[config.mk]
export PLATFORM = sky130hd
export DESIGN_NAME = twi_master_bus
export DESIGN_NICKNAME = d
export VERILOG_FILES = /design/src/common/twi_master_pkg.sv /design/src/rtl/pin_sync.sv /design/src/rtl/twi_master_bus.sv
export SDC_FILE = /design/constraint.sdc
export NUM_CORES = 1
export LEC_CHECK = 0
export BUFFER_PORTS_ARGS = -buffer_cell sky130_fd_sc_hd__buf_2
export CORE_MARGIN = 2
export CORE_UTILIZATION = 55
export DETAILED_ROUTE_END_ITERATION = 8
export PLACE_DENSITY = 0.75
export SETUP_SLACK_MARGIN = 0.4
export SYNTH_ARGS = -nofsm -noshare
export SYNTH_HDL_FRONTEND = slang
export SYNTH_SLANG_ARGS = --single-unit
export TNS_END_PERCENT = 100
[constraint.sdc]
create_clock -name core_clk -period 3 [get_ports core_clk]
set_input_delay 0.15 -clock core_clk [delete_from_list [all_inputs] [get_ports core_clk]]
set_output_delay 0.15 -clock core_clk [all_outputs]
set_load 0.005 [all_outputs]
[src/common/twi_master_pkg.sv]
// Purpose: Shared types and constants of the two-wire master bus state block
// Assumes: core clock of 250 MHz
// Notes: Timeout length has no fixed figure; the default below is a plain choice
package twi_master_pkg;

	localparam int CORE_CLK_PERIOD_PS = 4000;
	localparam int TIMEOUT_US = 200;
	localparam int TIMEOUT_CYCLES = (TIMEOUT_US * 1000000 + CORE_CLK_PERIOD_PS - 1) / CORE_CLK_PERIOD_PS;
	localparam int BAUD_W = 8;
	// Low and high phases each take this many cycles plus the baud value
	localparam int SCL_BASE_HALF = 5;
	localparam int ADDR_BITS = 8;
	localparam int ACK_BIT = 8;
	localparam logic PIN_RESET_LEVEL = 1'b1;

	typedef enum logic [1:0] {
		BS_UNKNOWN = 2'b00,
		BS_IDLE = 2'b01,
		BS_OWNER = 2'b10,
		BS_BUSY = 2'b11
	} bus_state_t;

	localparam bus_state_t BUS_STATE_RESET = BS_UNKNOWN;

	typedef enum logic [2:0] {
		M_IDLE = 3'b000,
		M_START = 3'b001,
		M_LOW = 3'b010,
		M_HIGH = 3'b011,
		M_HOLD = 3'b100,
		M_STOP = 3'b101,
		M_RSTART = 3'b110
	} master_state_t;

	typedef struct packed {
		bus_state_t bus_state;
		logic write_flag;
		logic read_flag;
		logic arb_lost;
		logic bus_error;
		logic rx_ack;
	} master_status_t;

endpackage : twi_master_pkg

[src/rtl/pin_sync.sv]
// Purpose: Two-stage synchroniser for one asynchronous pin level
// Assumes: the pin idles at the reset level
// Notes: The first stage feeds only the second stage
`timescale 1ns/1ps
module pin_sync #(
	parameter logic RESET_LEVEL = 1'b1
) (
	input wire logic core_clk,
	input wire logic rst_b,
	input wire logic pin_in,
	output logic pin_sync_out
);

	logic meta_q;

	always_ff @(posedge core_clk or negedge rst_b)
	begin
		if (!rst_b)
		begin
			meta_q <= RESET_LEVEL;
			pin_sync_out <= RESET_LEVEL;
		end
		else
		begin
			meta_q <= pin_in;
			pin_sync_out <= meta_q;
		end
	end

endmodule : pin_sync

[src/rtl/twi_master_bus.sv]
// Purpose: Two-wire master bus state tracker, SCL generator and address phase
// Assumes: control bits come from logic on core_clk; SCL and SDA are open drain
// Notes: Data packets after the first read byte are outside this block
`timescale 1ns/1ps
module twi_master_bus #(
	parameter int BAUD_W = twi_master_pkg::BAUD_W,
	parameter int TIMEOUT_CYCLES = twi_master_pkg::TIMEOUT_CYCLES
) (
	input wire logic core_clk,
	input wire logic rst_b,
	input wire logic master_enable,
	input wire logic timeout_enable,
	input wire logic [BAUD_W-1:0] baud,
	input wire logic addr_wr,
	input wire logic [7:0] addr_byte,
	input wire logic stop_cmd,
	input wire logic bus_state_wr,
	input wire logic flags_clear,
	input wire logic scl_in,
	output logic scl_out,
	output logic scl_oe,
	input wire logic sda_in,
	output logic sda_out,
	output logic sda_oe,
	output twi_master_pkg::master_status_t master_status,
	output logic [7:0] rx_data
);

	localparam int CNT_W = BAUD_W + 1;
	localparam int TMO_W = $clog2(TIMEOUT_CYCLES + 1);

	if (BAUD_W < 1 || BAUD_W > 16 || TIMEOUT_CYCLES < 2)
	begin : g_bad_params
		$error("twi_master_bus: unsupported parameter values");
	end

	logic scl_s, sda_s, scl_p, sda_p;
	logic start_det, stop_det, activity;
	logic [TMO_W-1:0] tmo_cnt_q;
	logic tmo_hit;
	twi_master_pkg::bus_state_t bus_state_q;
	twi_master_pkg::master_state_t m_state_q;
	logic [CNT_W-1:0] cnt_q, half;
	logic [3:0] bit_q;
	logic [7:0] shift_q, addr_q, rx_data_q;
	logic req_q, reading_q, samp_q, scl_oe_q, sda_oe_q;
	logic wif_q, rif_q, arb_q, berr_q, received_ack_flag_q;
	logic hi_done, arb_evt, berr_evt, lose_evt;
	logic addr_end, nack_evt, wack_evt, rd_end, flag_clr;

	pin_sync #(.RESET_LEVEL(twi_master_pkg::PIN_RESET_LEVEL)) u_scl_sync (
		.core_clk(core_clk),
		.rst_b(rst_b),
		.pin_in(scl_in),
		.pin_sync_out(scl_s)
	);

	pin_sync #(.RESET_LEVEL(twi_master_pkg::PIN_RESET_LEVEL)) u_sda_sync (
		.core_clk(core_clk),
		.rst_b(rst_b),
		.pin_in(sda_in),
		.pin_sync_out(sda_s)
	);

	always_ff @(posedge core_clk or negedge rst_b)
	begin
		if (!rst_b)
		begin
			scl_p <= twi_master_pkg::PIN_RESET_LEVEL;
			sda_p <= twi_master_pkg::PIN_RESET_LEVEL;
		end
		else
		begin
			scl_p <= scl_s;
			sda_p <= sda_s;
		end
	end

	// No clock gating here: the detectors stay live in every sleep mode
	assign start_det = scl_s && scl_p && sda_p && !sda_s;
	assign stop_det = scl_s && scl_p && !sda_p && sda_s;
	assign activity = (scl_s ^ scl_p) || (sda_s ^ sda_p);

	// Our own clock hold is quiet time too, but a stalled owner cannot time out: BS_OWNER leaves on a Stop, a lost bit or bus error, a state write or disable
	always_ff @(posedge core_clk or negedge rst_b)
	begin
		if (!rst_b)
			tmo_cnt_q <= '0;
		else if (activity || !master_enable)
			tmo_cnt_q <= '0;
		else if (tmo_cnt_q != TMO_W'(TIMEOUT_CYCLES))
			tmo_cnt_q <= tmo_cnt_q + 1'b1;
	end

	assign tmo_hit = timeout_enable && !activity && tmo_cnt_q == TMO_W'(TIMEOUT_CYCLES - 1);

	// Counter runs 0..half inclusive, so each phase lasts baud + SCL_BASE_HALF cycles
	assign half = CNT_W'(baud) + CNT_W'(twi_master_pkg::SCL_BASE_HALF - 1);
	// A low seen after high has begun means another master ended the phase early
	assign hi_done = m_state_q == twi_master_pkg::M_HIGH && (cnt_q == half || (cnt_q != '0 && !scl_s));
	// A released SDA read back low during an address byte bit is a lost bit, also while raising a repeated start
	assign arb_evt = (m_state_q == twi_master_pkg::M_HIGH && scl_s && cnt_q == '0 && !reading_q &&
		bit_q < 4'(twi_master_pkg::ACK_BIT) && !sda_oe_q && !sda_s) ||
		(m_state_q == twi_master_pkg::M_RSTART && bit_q == 4'h1 && scl_s && !sda_s);
	assign berr_evt = (m_state_q == twi_master_pkg::M_LOW || m_state_q == twi_master_pkg::M_HIGH) &&
		(start_det || stop_det);
	assign lose_evt = arb_evt || berr_evt;
	assign addr_end = hi_done && !reading_q && bit_q == 4'(twi_master_pkg::ACK_BIT) && !lose_evt;
	assign nack_evt = addr_end && samp_q;
	assign wack_evt = addr_end && !samp_q && !addr_q[0];
	assign rd_end = hi_done && reading_q && bit_q == 4'h7 && !lose_evt;
	assign flag_clr = flags_clear || addr_wr || stop_cmd;

	always_ff @(posedge core_clk or negedge rst_b)
	begin
		if (!rst_b)
			bus_state_q <= twi_master_pkg::BUS_STATE_RESET;
		else if (!master_enable)
			bus_state_q <= twi_master_pkg::BS_UNKNOWN;
		else if (bus_state_wr)
			bus_state_q <= twi_master_pkg::BS_IDLE;
		else if (lose_evt)
			bus_state_q <= twi_master_pkg::BS_BUSY;
		else
		begin
			unique case (bus_state_q)
				twi_master_pkg::BS_UNKNOWN:
					if (stop_det || tmo_hit)
						bus_state_q <= twi_master_pkg::BS_IDLE;
				twi_master_pkg::BS_IDLE:
					if (start_det)
						bus_state_q <= (m_state_q == twi_master_pkg::M_START) ?
							twi_master_pkg::BS_OWNER : twi_master_pkg::BS_BUSY;
				twi_master_pkg::BS_BUSY:
					if (stop_det || tmo_hit)
						bus_state_q <= twi_master_pkg::BS_IDLE;
				// Repeated start is not looked at here, so ownership stands through it
				twi_master_pkg::BS_OWNER:
					if (stop_det)
						bus_state_q <= twi_master_pkg::BS_IDLE;
			endcase
		end
	end

	always_ff @(posedge core_clk or negedge rst_b)
	begin
		if (!rst_b)
			samp_q <= 1'b1;
		else if (m_state_q == twi_master_pkg::M_HIGH && scl_s && cnt_q == '0)
			samp_q <= sda_s;
	end

	always_ff @(posedge core_clk or negedge rst_b)
	begin
		if (!rst_b)
		begin
			m_state_q <= twi_master_pkg::M_IDLE;
			cnt_q <= '0;
			bit_q <= '0;
			shift_q <= '0;
			addr_q <= '0;
			req_q <= 1'b0;
			reading_q <= 1'b0;
			scl_oe_q <= 1'b0;
			sda_oe_q <= 1'b0;
			rx_data_q <= '0;
		end
		else if (!master_enable)
		begin
			m_state_q <= twi_master_pkg::M_IDLE;
			req_q <= 1'b0;
			scl_oe_q <= 1'b0;
			sda_oe_q <= 1'b0;
		end
		else
		begin
			if (addr_wr && (m_state_q == twi_master_pkg::M_IDLE || m_state_q == twi_master_pkg::M_HOLD))
				addr_q <= addr_byte;
			if (addr_wr && m_state_q == twi_master_pkg::M_IDLE)
				req_q <= 1'b1;
			if (lose_evt)
			begin
				m_state_q <= twi_master_pkg::M_IDLE;
				scl_oe_q <= 1'b0;
				sda_oe_q <= 1'b0;
			end
			else
			begin
				unique case (m_state_q)
					twi_master_pkg::M_IDLE:
						if (req_q && bus_state_q == twi_master_pkg::BS_IDLE)
						begin
							sda_oe_q <= 1'b1;
							cnt_q <= '0;
							m_state_q <= twi_master_pkg::M_START;
						end
					twi_master_pkg::M_START:
						if (cnt_q == half)
						begin
							scl_oe_q <= 1'b1;
							cnt_q <= '0;
							bit_q <= '0;
							shift_q <= addr_q;
							reading_q <= 1'b0;
							req_q <= 1'b0;
							m_state_q <= twi_master_pkg::M_LOW;
						end
						else
							cnt_q <= cnt_q + 1'b1;
					twi_master_pkg::M_LOW:
					begin
						if (cnt_q == '0)
							sda_oe_q <= !reading_q && bit_q != 4'(twi_master_pkg::ACK_BIT) && !shift_q[7];
						if (cnt_q == half)
						begin
							scl_oe_q <= 1'b0;
							cnt_q <= '0;
							m_state_q <= twi_master_pkg::M_HIGH;
						end
						else
							cnt_q <= cnt_q + 1'b1;
					end
					twi_master_pkg::M_HIGH:
						if (hi_done)
						begin
							cnt_q <= '0;
							scl_oe_q <= 1'b1;
							if (!reading_q)
							begin
								if (bit_q < 4'(twi_master_pkg::ACK_BIT))
								begin
									shift_q <= {shift_q[6:0], 1'b0};
									bit_q <= bit_q + 4'h1;
									m_state_q <= twi_master_pkg::M_LOW;
								end
								else if (samp_q || !addr_q[0])
									m_state_q <= twi_master_pkg::M_HOLD;
								else
								begin
									reading_q <= 1'b1;
									bit_q <= '0;
									m_state_q <= twi_master_pkg::M_LOW;
								end
							end
							else
							begin
								shift_q <= {shift_q[6:0], samp_q};
								if (bit_q == 4'h7)
								begin
									rx_data_q <= {shift_q[6:0], samp_q};
									m_state_q <= twi_master_pkg::M_HOLD;
								end
								else
								begin
									bit_q <= bit_q + 4'h1;
									m_state_q <= twi_master_pkg::M_LOW;
								end
							end
						end
						else if (scl_s)
							cnt_q <= cnt_q + 1'b1;
					twi_master_pkg::M_HOLD:
						if (stop_cmd)
						begin
							scl_oe_q <= 1'b1;
							sda_oe_q <= 1'b1;
							cnt_q <= '0;
							bit_q <= '0;
							m_state_q <= twi_master_pkg::M_STOP;
						end
						else if (addr_wr)
						begin
							scl_oe_q <= 1'b1;
							sda_oe_q <= 1'b0;
							cnt_q <= '0;
							bit_q <= '0;
							m_state_q <= twi_master_pkg::M_RSTART;
						end
						else
							scl_oe_q <= wif_q || rif_q;
					twi_master_pkg::M_STOP, twi_master_pkg::M_RSTART:
						if (bit_q == 4'h0)
						begin
							if (cnt_q == half)
							begin
								scl_oe_q <= 1'b0;
								cnt_q <= '0;
								bit_q <= 4'h1;
							end
							else
								cnt_q <= cnt_q + 1'b1;
						end
						else if (scl_s)
						begin
							if (cnt_q == half)
							begin
								cnt_q <= '0;
								sda_oe_q <= m_state_q == twi_master_pkg::M_RSTART;
								m_state_q <= (m_state_q == twi_master_pkg::M_RSTART) ?
									twi_master_pkg::M_START : twi_master_pkg::M_IDLE;
							end
							else
								cnt_q <= cnt_q + 1'b1;
						end
					default:
						m_state_q <= twi_master_pkg::M_IDLE;
				endcase
			end
		end
	end

	// A flag set in the cycle of its clear stays set
	always_ff @(posedge core_clk or negedge rst_b)
	begin
		if (!rst_b)
		begin
			wif_q <= 1'b0;
			rif_q <= 1'b0;
			arb_q <= 1'b0;
			berr_q <= 1'b0;
			received_ack_flag_q <= 1'b0;
		end
		else if (!master_enable)
		begin
			wif_q <= 1'b0;
			rif_q <= 1'b0;
			arb_q <= 1'b0;
			berr_q <= 1'b0;
			received_ack_flag_q <= 1'b0;
		end
		else
		begin
			if (lose_evt || nack_evt || wack_evt)
				wif_q <= 1'b1;
			else if (flag_clr)
				wif_q <= 1'b0;
			if (rd_end)
				rif_q <= 1'b1;
			else if (flag_clr)
				rif_q <= 1'b0;
			if (lose_evt)
				arb_q <= 1'b1;
			else if (flag_clr)
				arb_q <= 1'b0;
			if (berr_evt)
				berr_q <= 1'b1;
			else if (flag_clr)
				berr_q <= 1'b0;
			if (nack_evt)
				received_ack_flag_q <= 1'b1;
			else if (wack_evt || rd_end)
				received_ack_flag_q <= 1'b0;
		end
	end

	assign scl_out = 1'b0;
	assign sda_out = 1'b0;
	assign scl_oe = scl_oe_q;
	assign sda_oe = sda_oe_q;
	assign rx_data = rx_data_q;
	assign master_status = '{bus_state: bus_state_q, write_flag: wif_q, read_flag: rif_q,
		arb_lost: arb_q, bus_error: berr_q, rx_ack: received_ack_flag_q};

	property p_disable_unknown;
		@(posedge core_clk) disable iff (!rst_b) !master_enable |=> bus_state_q == twi_master_pkg::BS_UNKNOWN;
	endproperty
	a_disable_unknown: assert property (p_disable_unknown) else $error("bus state not unknown");

	property p_write_idle;
		@(posedge core_clk) disable iff (!rst_b)
		(master_enable && bus_state_wr) |=> bus_state_q == twi_master_pkg::BS_IDLE;
	endproperty
	a_write_idle: assert property (p_write_idle) else $error("state write did not idle");

	property p_first_stop;
		@(posedge core_clk) disable iff (!rst_b)
		(master_enable && !bus_state_wr && bus_state_q == twi_master_pkg::BS_UNKNOWN && stop_det)
		|=> bus_state_q == twi_master_pkg::BS_IDLE;
	endproperty
	a_first_stop: assert property (p_first_stop) else $error("stop did not leave unknown");

	property p_timeout_idle;
		@(posedge core_clk) disable iff (!rst_b)
		(master_enable && !bus_state_wr && tmo_hit && bus_state_q == twi_master_pkg::BS_BUSY)
		|=> bus_state_q == twi_master_pkg::BS_IDLE;
	endproperty
	a_timeout_idle: assert property (p_timeout_idle) else $error("timeout did not idle");

	property p_known_stays;
		@(posedge core_clk) disable iff (!rst_b)
		(master_enable && bus_state_q != twi_master_pkg::BS_UNKNOWN) |=> bus_state_q != twi_master_pkg::BS_UNKNOWN;
	endproperty
	a_known_stays: assert property (p_known_stays) else $error("known state fell to unknown");

	property p_foreign_start;
		@(posedge core_clk) disable iff (!rst_b)
		(master_enable && !bus_state_wr && bus_state_q == twi_master_pkg::BS_IDLE && start_det &&
		m_state_q != twi_master_pkg::M_START) |=> bus_state_q == twi_master_pkg::BS_BUSY;
	endproperty
	a_foreign_start: assert property (p_foreign_start) else $error("foreign start not busy");

	property p_defer_start;
		@(posedge core_clk) disable iff (!rst_b)
		(m_state_q == twi_master_pkg::M_IDLE && bus_state_q != twi_master_pkg::BS_IDLE)
		|=> m_state_q != twi_master_pkg::M_START;
	endproperty
	a_defer_start: assert property (p_defer_start) else $error("start issued on non idle bus");

	property p_lost_release;
		@(posedge core_clk) disable iff (!rst_b)
		(master_enable && !bus_state_wr && lose_evt) |=> (!scl_oe_q && !sda_oe_q && wif_q && arb_q &&
		bus_state_q == twi_master_pkg::BS_BUSY) [*2];
	endproperty
	a_lost_release: assert property (p_lost_release) else $error("lost arbitration handling wrong");

	property p_bus_error;
		@(posedge core_clk) disable iff (!rst_b) (master_enable && berr_evt) |=> berr_q && arb_q && wif_q;
	endproperty
	a_bus_error: assert property (p_bus_error) else $error("bus error flags wrong");

	property p_nack;
		@(posedge core_clk) disable iff (!rst_b) (master_enable && nack_evt) |=> wif_q && received_ack_flag_q && scl_oe_q;
	endproperty
	a_nack: assert property (p_nack) else $error("address nack handling wrong");

	property p_write_ack;
		@(posedge core_clk) disable iff (!rst_b)
		(master_enable && wack_evt) |=> wif_q && !received_ack_flag_q && scl_oe_q ##1 scl_oe_q;
	endproperty
	a_write_ack: assert property (p_write_ack) else $error("write ack handling wrong");

	property p_read_byte;
		@(posedge core_clk) disable iff (!rst_b)
		(master_enable && rd_end) |=> rif_q && !received_ack_flag_q && m_state_q == twi_master_pkg::M_HOLD;
	endproperty
	a_read_byte: assert property (p_read_byte) else $error("read byte handling wrong");

	property p_hold_low;
		@(posedge core_clk) disable iff (!rst_b)
		(master_enable && m_state_q == twi_master_pkg::M_HOLD && $past(wif_q || rif_q) && (wif_q || rif_q) &&
		!lose_evt) |-> scl_oe_q;
	endproperty
	a_hold_low: assert property (p_hold_low) else $error("scl released while flag set");

endmodule : twi_master_bus

==> results.sh <==
export IMPL_async_flop_share_pct=100
export IMPL_cts_root_buf="clkbuf_8"
export IMPL_path_cells="inv_1, ha_1, nor4b_1, buf_4, nand4_1, a21oi_2, nor3b_4, o21ai_4, a211oi_4, buf_12, mux2_2"
export IMPL_setup_tns_ns=0
export IMPL_num_vias=3514
export IMPL_synth_cell_area_um2=4310
export IMPL_worst_pin_slew_ns=0.927
export IMPL_cp_startpoint="cnt_q[0]"
export IMPL_fillerInstances=633
export IMPL_die_area_um2=8550
export IMPL_io_pins=45
export IMPL_max_stage_delay_ns=0.42
export IMPL_drive_gt1_share_pct=23.9
export IMPL_clkPwrFrac_pct=27.4
export IMPL_post_route_drc_count=0
export IMPL_maxCapViolations=0
export IMPL_finalSetupViolations=0
export IMPL_r2r_end="shift_q[0]"
export IMPL_arrival_ns=2.76
export IMPL_antenna_found_initial=0
export IMPL_grt_pass1_wl_um=15800
export IMPL_clock_skew_ns=0.0118
export IMPL_synthToLayoutAreaGrowth_pct=13.0
export IMPL_grt_pass1_vias=3284
export IMPL_ir_worst_vdd_mv=0.393
export IMPL_drt_first_pass_iters=5
export IMPL_power_switching_mw=1.12
export IMPL_p_total_mw=3.22
export IMPL_dp_cells=578
export IMPL_fmax_mhz=395
export IMPL_cts_sinks=74
export IMPL_synth_edf_count=0
export IMPL_drv_slew=0
export IMPL_num_rows=32
export IMPL_drt_wl_total_um=9610
export IMPL_slew_headroom_pct=38.2
export IMPL_power_frac_seq_pct=41.6
export IMPL_combinationalPowerShare_pct=31.0
export IMPL_die_w_um=92.5
export IMPL_end_kind="flop"
export IMPL_ys_seq_area_share_pct=43.2
export IMPL_cts_tree="done"
export IMPL_final_cell_mix="dfrtp_1 (66), nand2_1 (57), buf_2 (42), nor2_1 (37), mux2_2 (28)"
export IMPL_synth_area_per_cell_um2=9.57
export IMPL_clkLatencyLatePin_ns=0.36
export IMPL_post_route_min_period_ns=2.53
export IMPL_crit_fanout=8
export IMPL_p_leak_nw=2.19
export IMPL_cp_slowest_cell="dfrtp_1"
export IMPL_p_int_mw=2.09
export IMPL_cp_endpoint="shift_q[0]"
export IMPL_status="completed"
export IMPL_whs_ns=0.0235
export IMPL_cp_start_kind="flop"
export IMPL_power_density_nw_per_um2=661
export IMPL_layout_commonest_cell="dfrtp_1"
export IMPL_synth_cell_types=64
export IMPL_detail_route_antenna_nets=0
export IMPL_hold_viol=0
export IMPL_synth_ff_type="dfrtp_1"
export IMPL_synth_warning_count=0
export IMPL_port_buffers=42
export IMPL_drtIter0Drc=185
export IMPL_die_h_um=92.5
export IMPL_antenna_cells=0
export IMPL_grt_usage_pct=23.3
export IMPL_worstPathRequired_ns=3.23
export IMPL_start_util_pct=56.3
export IMPL_crit_type="flop to flop"
export IMPL_dp_hpwl_um=6670
export IMPL_postSynthCellCount=450
export IMPL_grt_overflow_total=0
export IMPL_multi_input_area_um2=2270
export IMPL_final_net_count=530
export IMPL_r2r_cells=11
export IMPL_ys_seq_elements=74
export IMPL_fin_cells=599
export IMPL_core_area_um2=7650
export IMPL_cts_buffers=9
export IMPL_path_clk_slew_ns=0.08
export IMPL_min_path_type="input port to flop"
export IMPL_reg2reg_from="cnt_q[0]"
export IMPL_viasPerCell=5.87
export IMPL_switching_share_pct=35.0
export IMPL_wire_per_inst_um=16.0
export IMPL_place_congestion=0.931
export IMPL_rsz0062_at_grt="no"
export IMPL_h_tree_depth=3
export IMPL_cts_max_path_buffers=2
export IMPL_regArea_um2=1860
export IMPL_grt_start_max_net_pins=41
export IMPL_fin_crit_sh_pct=84.4
export IMPL_regToRegSetupSlack_ns=0.47
-- how the worst min path moves through the flow --
| stage | start | endpoint | slack (ns) | depth (start not counted) |
|---|---|---|---|---|
| CTS | addr_byte[1] | addr_q[1] | 0.01 | 2 |
| floorplan | rst_b | addr_q[0] | -0.15 | 0 |
| global route | addr_byte[2] | addr_q[2] | 0.006 | 2 |
| detailed placement | sda_in | u_sda_sync.meta_q | 0.26 | 1 |
| finish | addr_byte[2] | addr_q[2] | 0.02 | 2 |
| global placement | scl_in | u_scl_sync.meta_q | 0.26 | 1 |
-- stage by stage --
step | cell area [µm²] | util [%] | setup slack [ns]
2_1_floorplan | 4310 | - | 0.663
3_3_place_gp | 4560 | 59.6 | 0.348
3_5_place_dp | 4560 | 59.6 | 0.285
4_1_cts | 4820 | 63.0 | 0.403
5_1_grt | 4870 | 63.7 | 0.389
6_report | 4870 | 63.7 | 0.468
-- cells by family after synthesis --
| logic type | after synthesis | share of synthesized area (%) |
|---|---|---|
| flops | 74 | 43.2 |
| mux | 32 | 8.25 |
| fa+ha+maj | 12 | 3.49 |
| other cells | 1 | 0.0871 |
| xor+xnor | 22 | 4.47 |
| simple gates | 191 | 22.7 |
| buf+inv | 40 | 4.88 |
| compound gates | 78 | 12.9 |
-- power by group through the flow --
stage | Sequential, mW | Combinational (mW) | Clock (mW)
3_5_place_dp | 1.36 | 0.945 | 0
2_1_floorplan | 1.29 | 0.750 | 0
4_1_cts | 1.34 | 0.959 | 0.895
3_3_place_gp | 1.35 | 0.930 | 0
6_report | 1.34 | 0.998 | 0.880
5_1_grt | 1.37 | 1.10 | 0.938
-- worst max-delay path: cells and delay by family, from the launching register on --
family / cells / cell delay [ns]
AOI/OAI and AO/OA: 3 / 0.49
adders and majority gates: 1 / 0.20
buffers and inverters: 3 / 0.41
DFF: 1 / 0.42
muxes: 1 / 0.33
and+or+nand+nor: 3 / 0.57
-- cells in the mapped netlist, drive strengths merged, types with 2 or more instances --
cell type,instances,area share [%]
a211o,4,0.81
a211oi,3,0.93
a21boi,2,0.35
a21o,2,0.35
a21oi,17,2.0
a221o,2,0.46
a22o,3,0.61
a31o,2,0.41
and3,13,1.9
and3b,2,0.41
buf,12,2.2
clkbuf,11,1.2
dfrtp,67,39
dfstp,7,4.3
ha,12,3.5
inv,17,1.5
mux2,28,7.3
mux2i,4,0.93
nand2,57,5.0
nand2b,4,0.58
nand3,21,2.6
nand3b,4,0.70
nand4,9,1.3
nor2,38,3.3
nor2b,8,1.2
nor3,10,1.2
nor3b,3,0.90
nor4,9,1.3
nor4b,3,0.61
nor4bb,2,0.46
o2111ai,2,0.41
o211ai,5,0.87
o21a,2,0.52
o21ai,21,2.7
o221ai,2,0.41
o22ai,2,0.29
or3,3,0.44
or4,3,0.52
xnor2,10,2.0
xor2,12,2.4
-- cell type report --
| class | instances | share of cell area [%] |
|---|---|---|
| Clock inverter | 7 | 2.03 |
| Clock buffer | 9 | 2.54 |
| Sequential cell | 74 | 38.2 |
| Inverter | 17 | 1.31 |
| Multi-Input combinational cell | 337 | 46.6 |
| Timing Repair Buffer | 53 | 6.68 |
| Tap cell | 102 | 2.62 |
-- flip-flops by register name, summed over array words and instances (netlist names), 2 cells and up --
| register | count |
|---|---|
| cnt_q | 9 |
| addr_q | 8 |
| rx_data | 8 |
| shift_q | 8 |
| tmo_cnt_q | 16 |
| bus_state_q | 2 |
| bit_q | 4 |
| m_state_q | 3 |
-- routing by layer --
layer | GRT usage, % | part of all wire [%]
met1 | 32.9 | 46
met2 | 35.5 | 47
met3 | 4.72 | 5.6
met4 | 8.83 | 1.9
met5 | 0 | 0
-- what timing repair did --
item	4_1_cts	5_1_grt
gates cloned	0	0
pin swaps	1	2
hold endpoints to repair	41	0
endpoints found under the setup margin	12	26
resized for setup	1	8
hold buffers	3	0
buffers inserted	0	2
No activity file was read; power rests on OpenSTA's default activity.
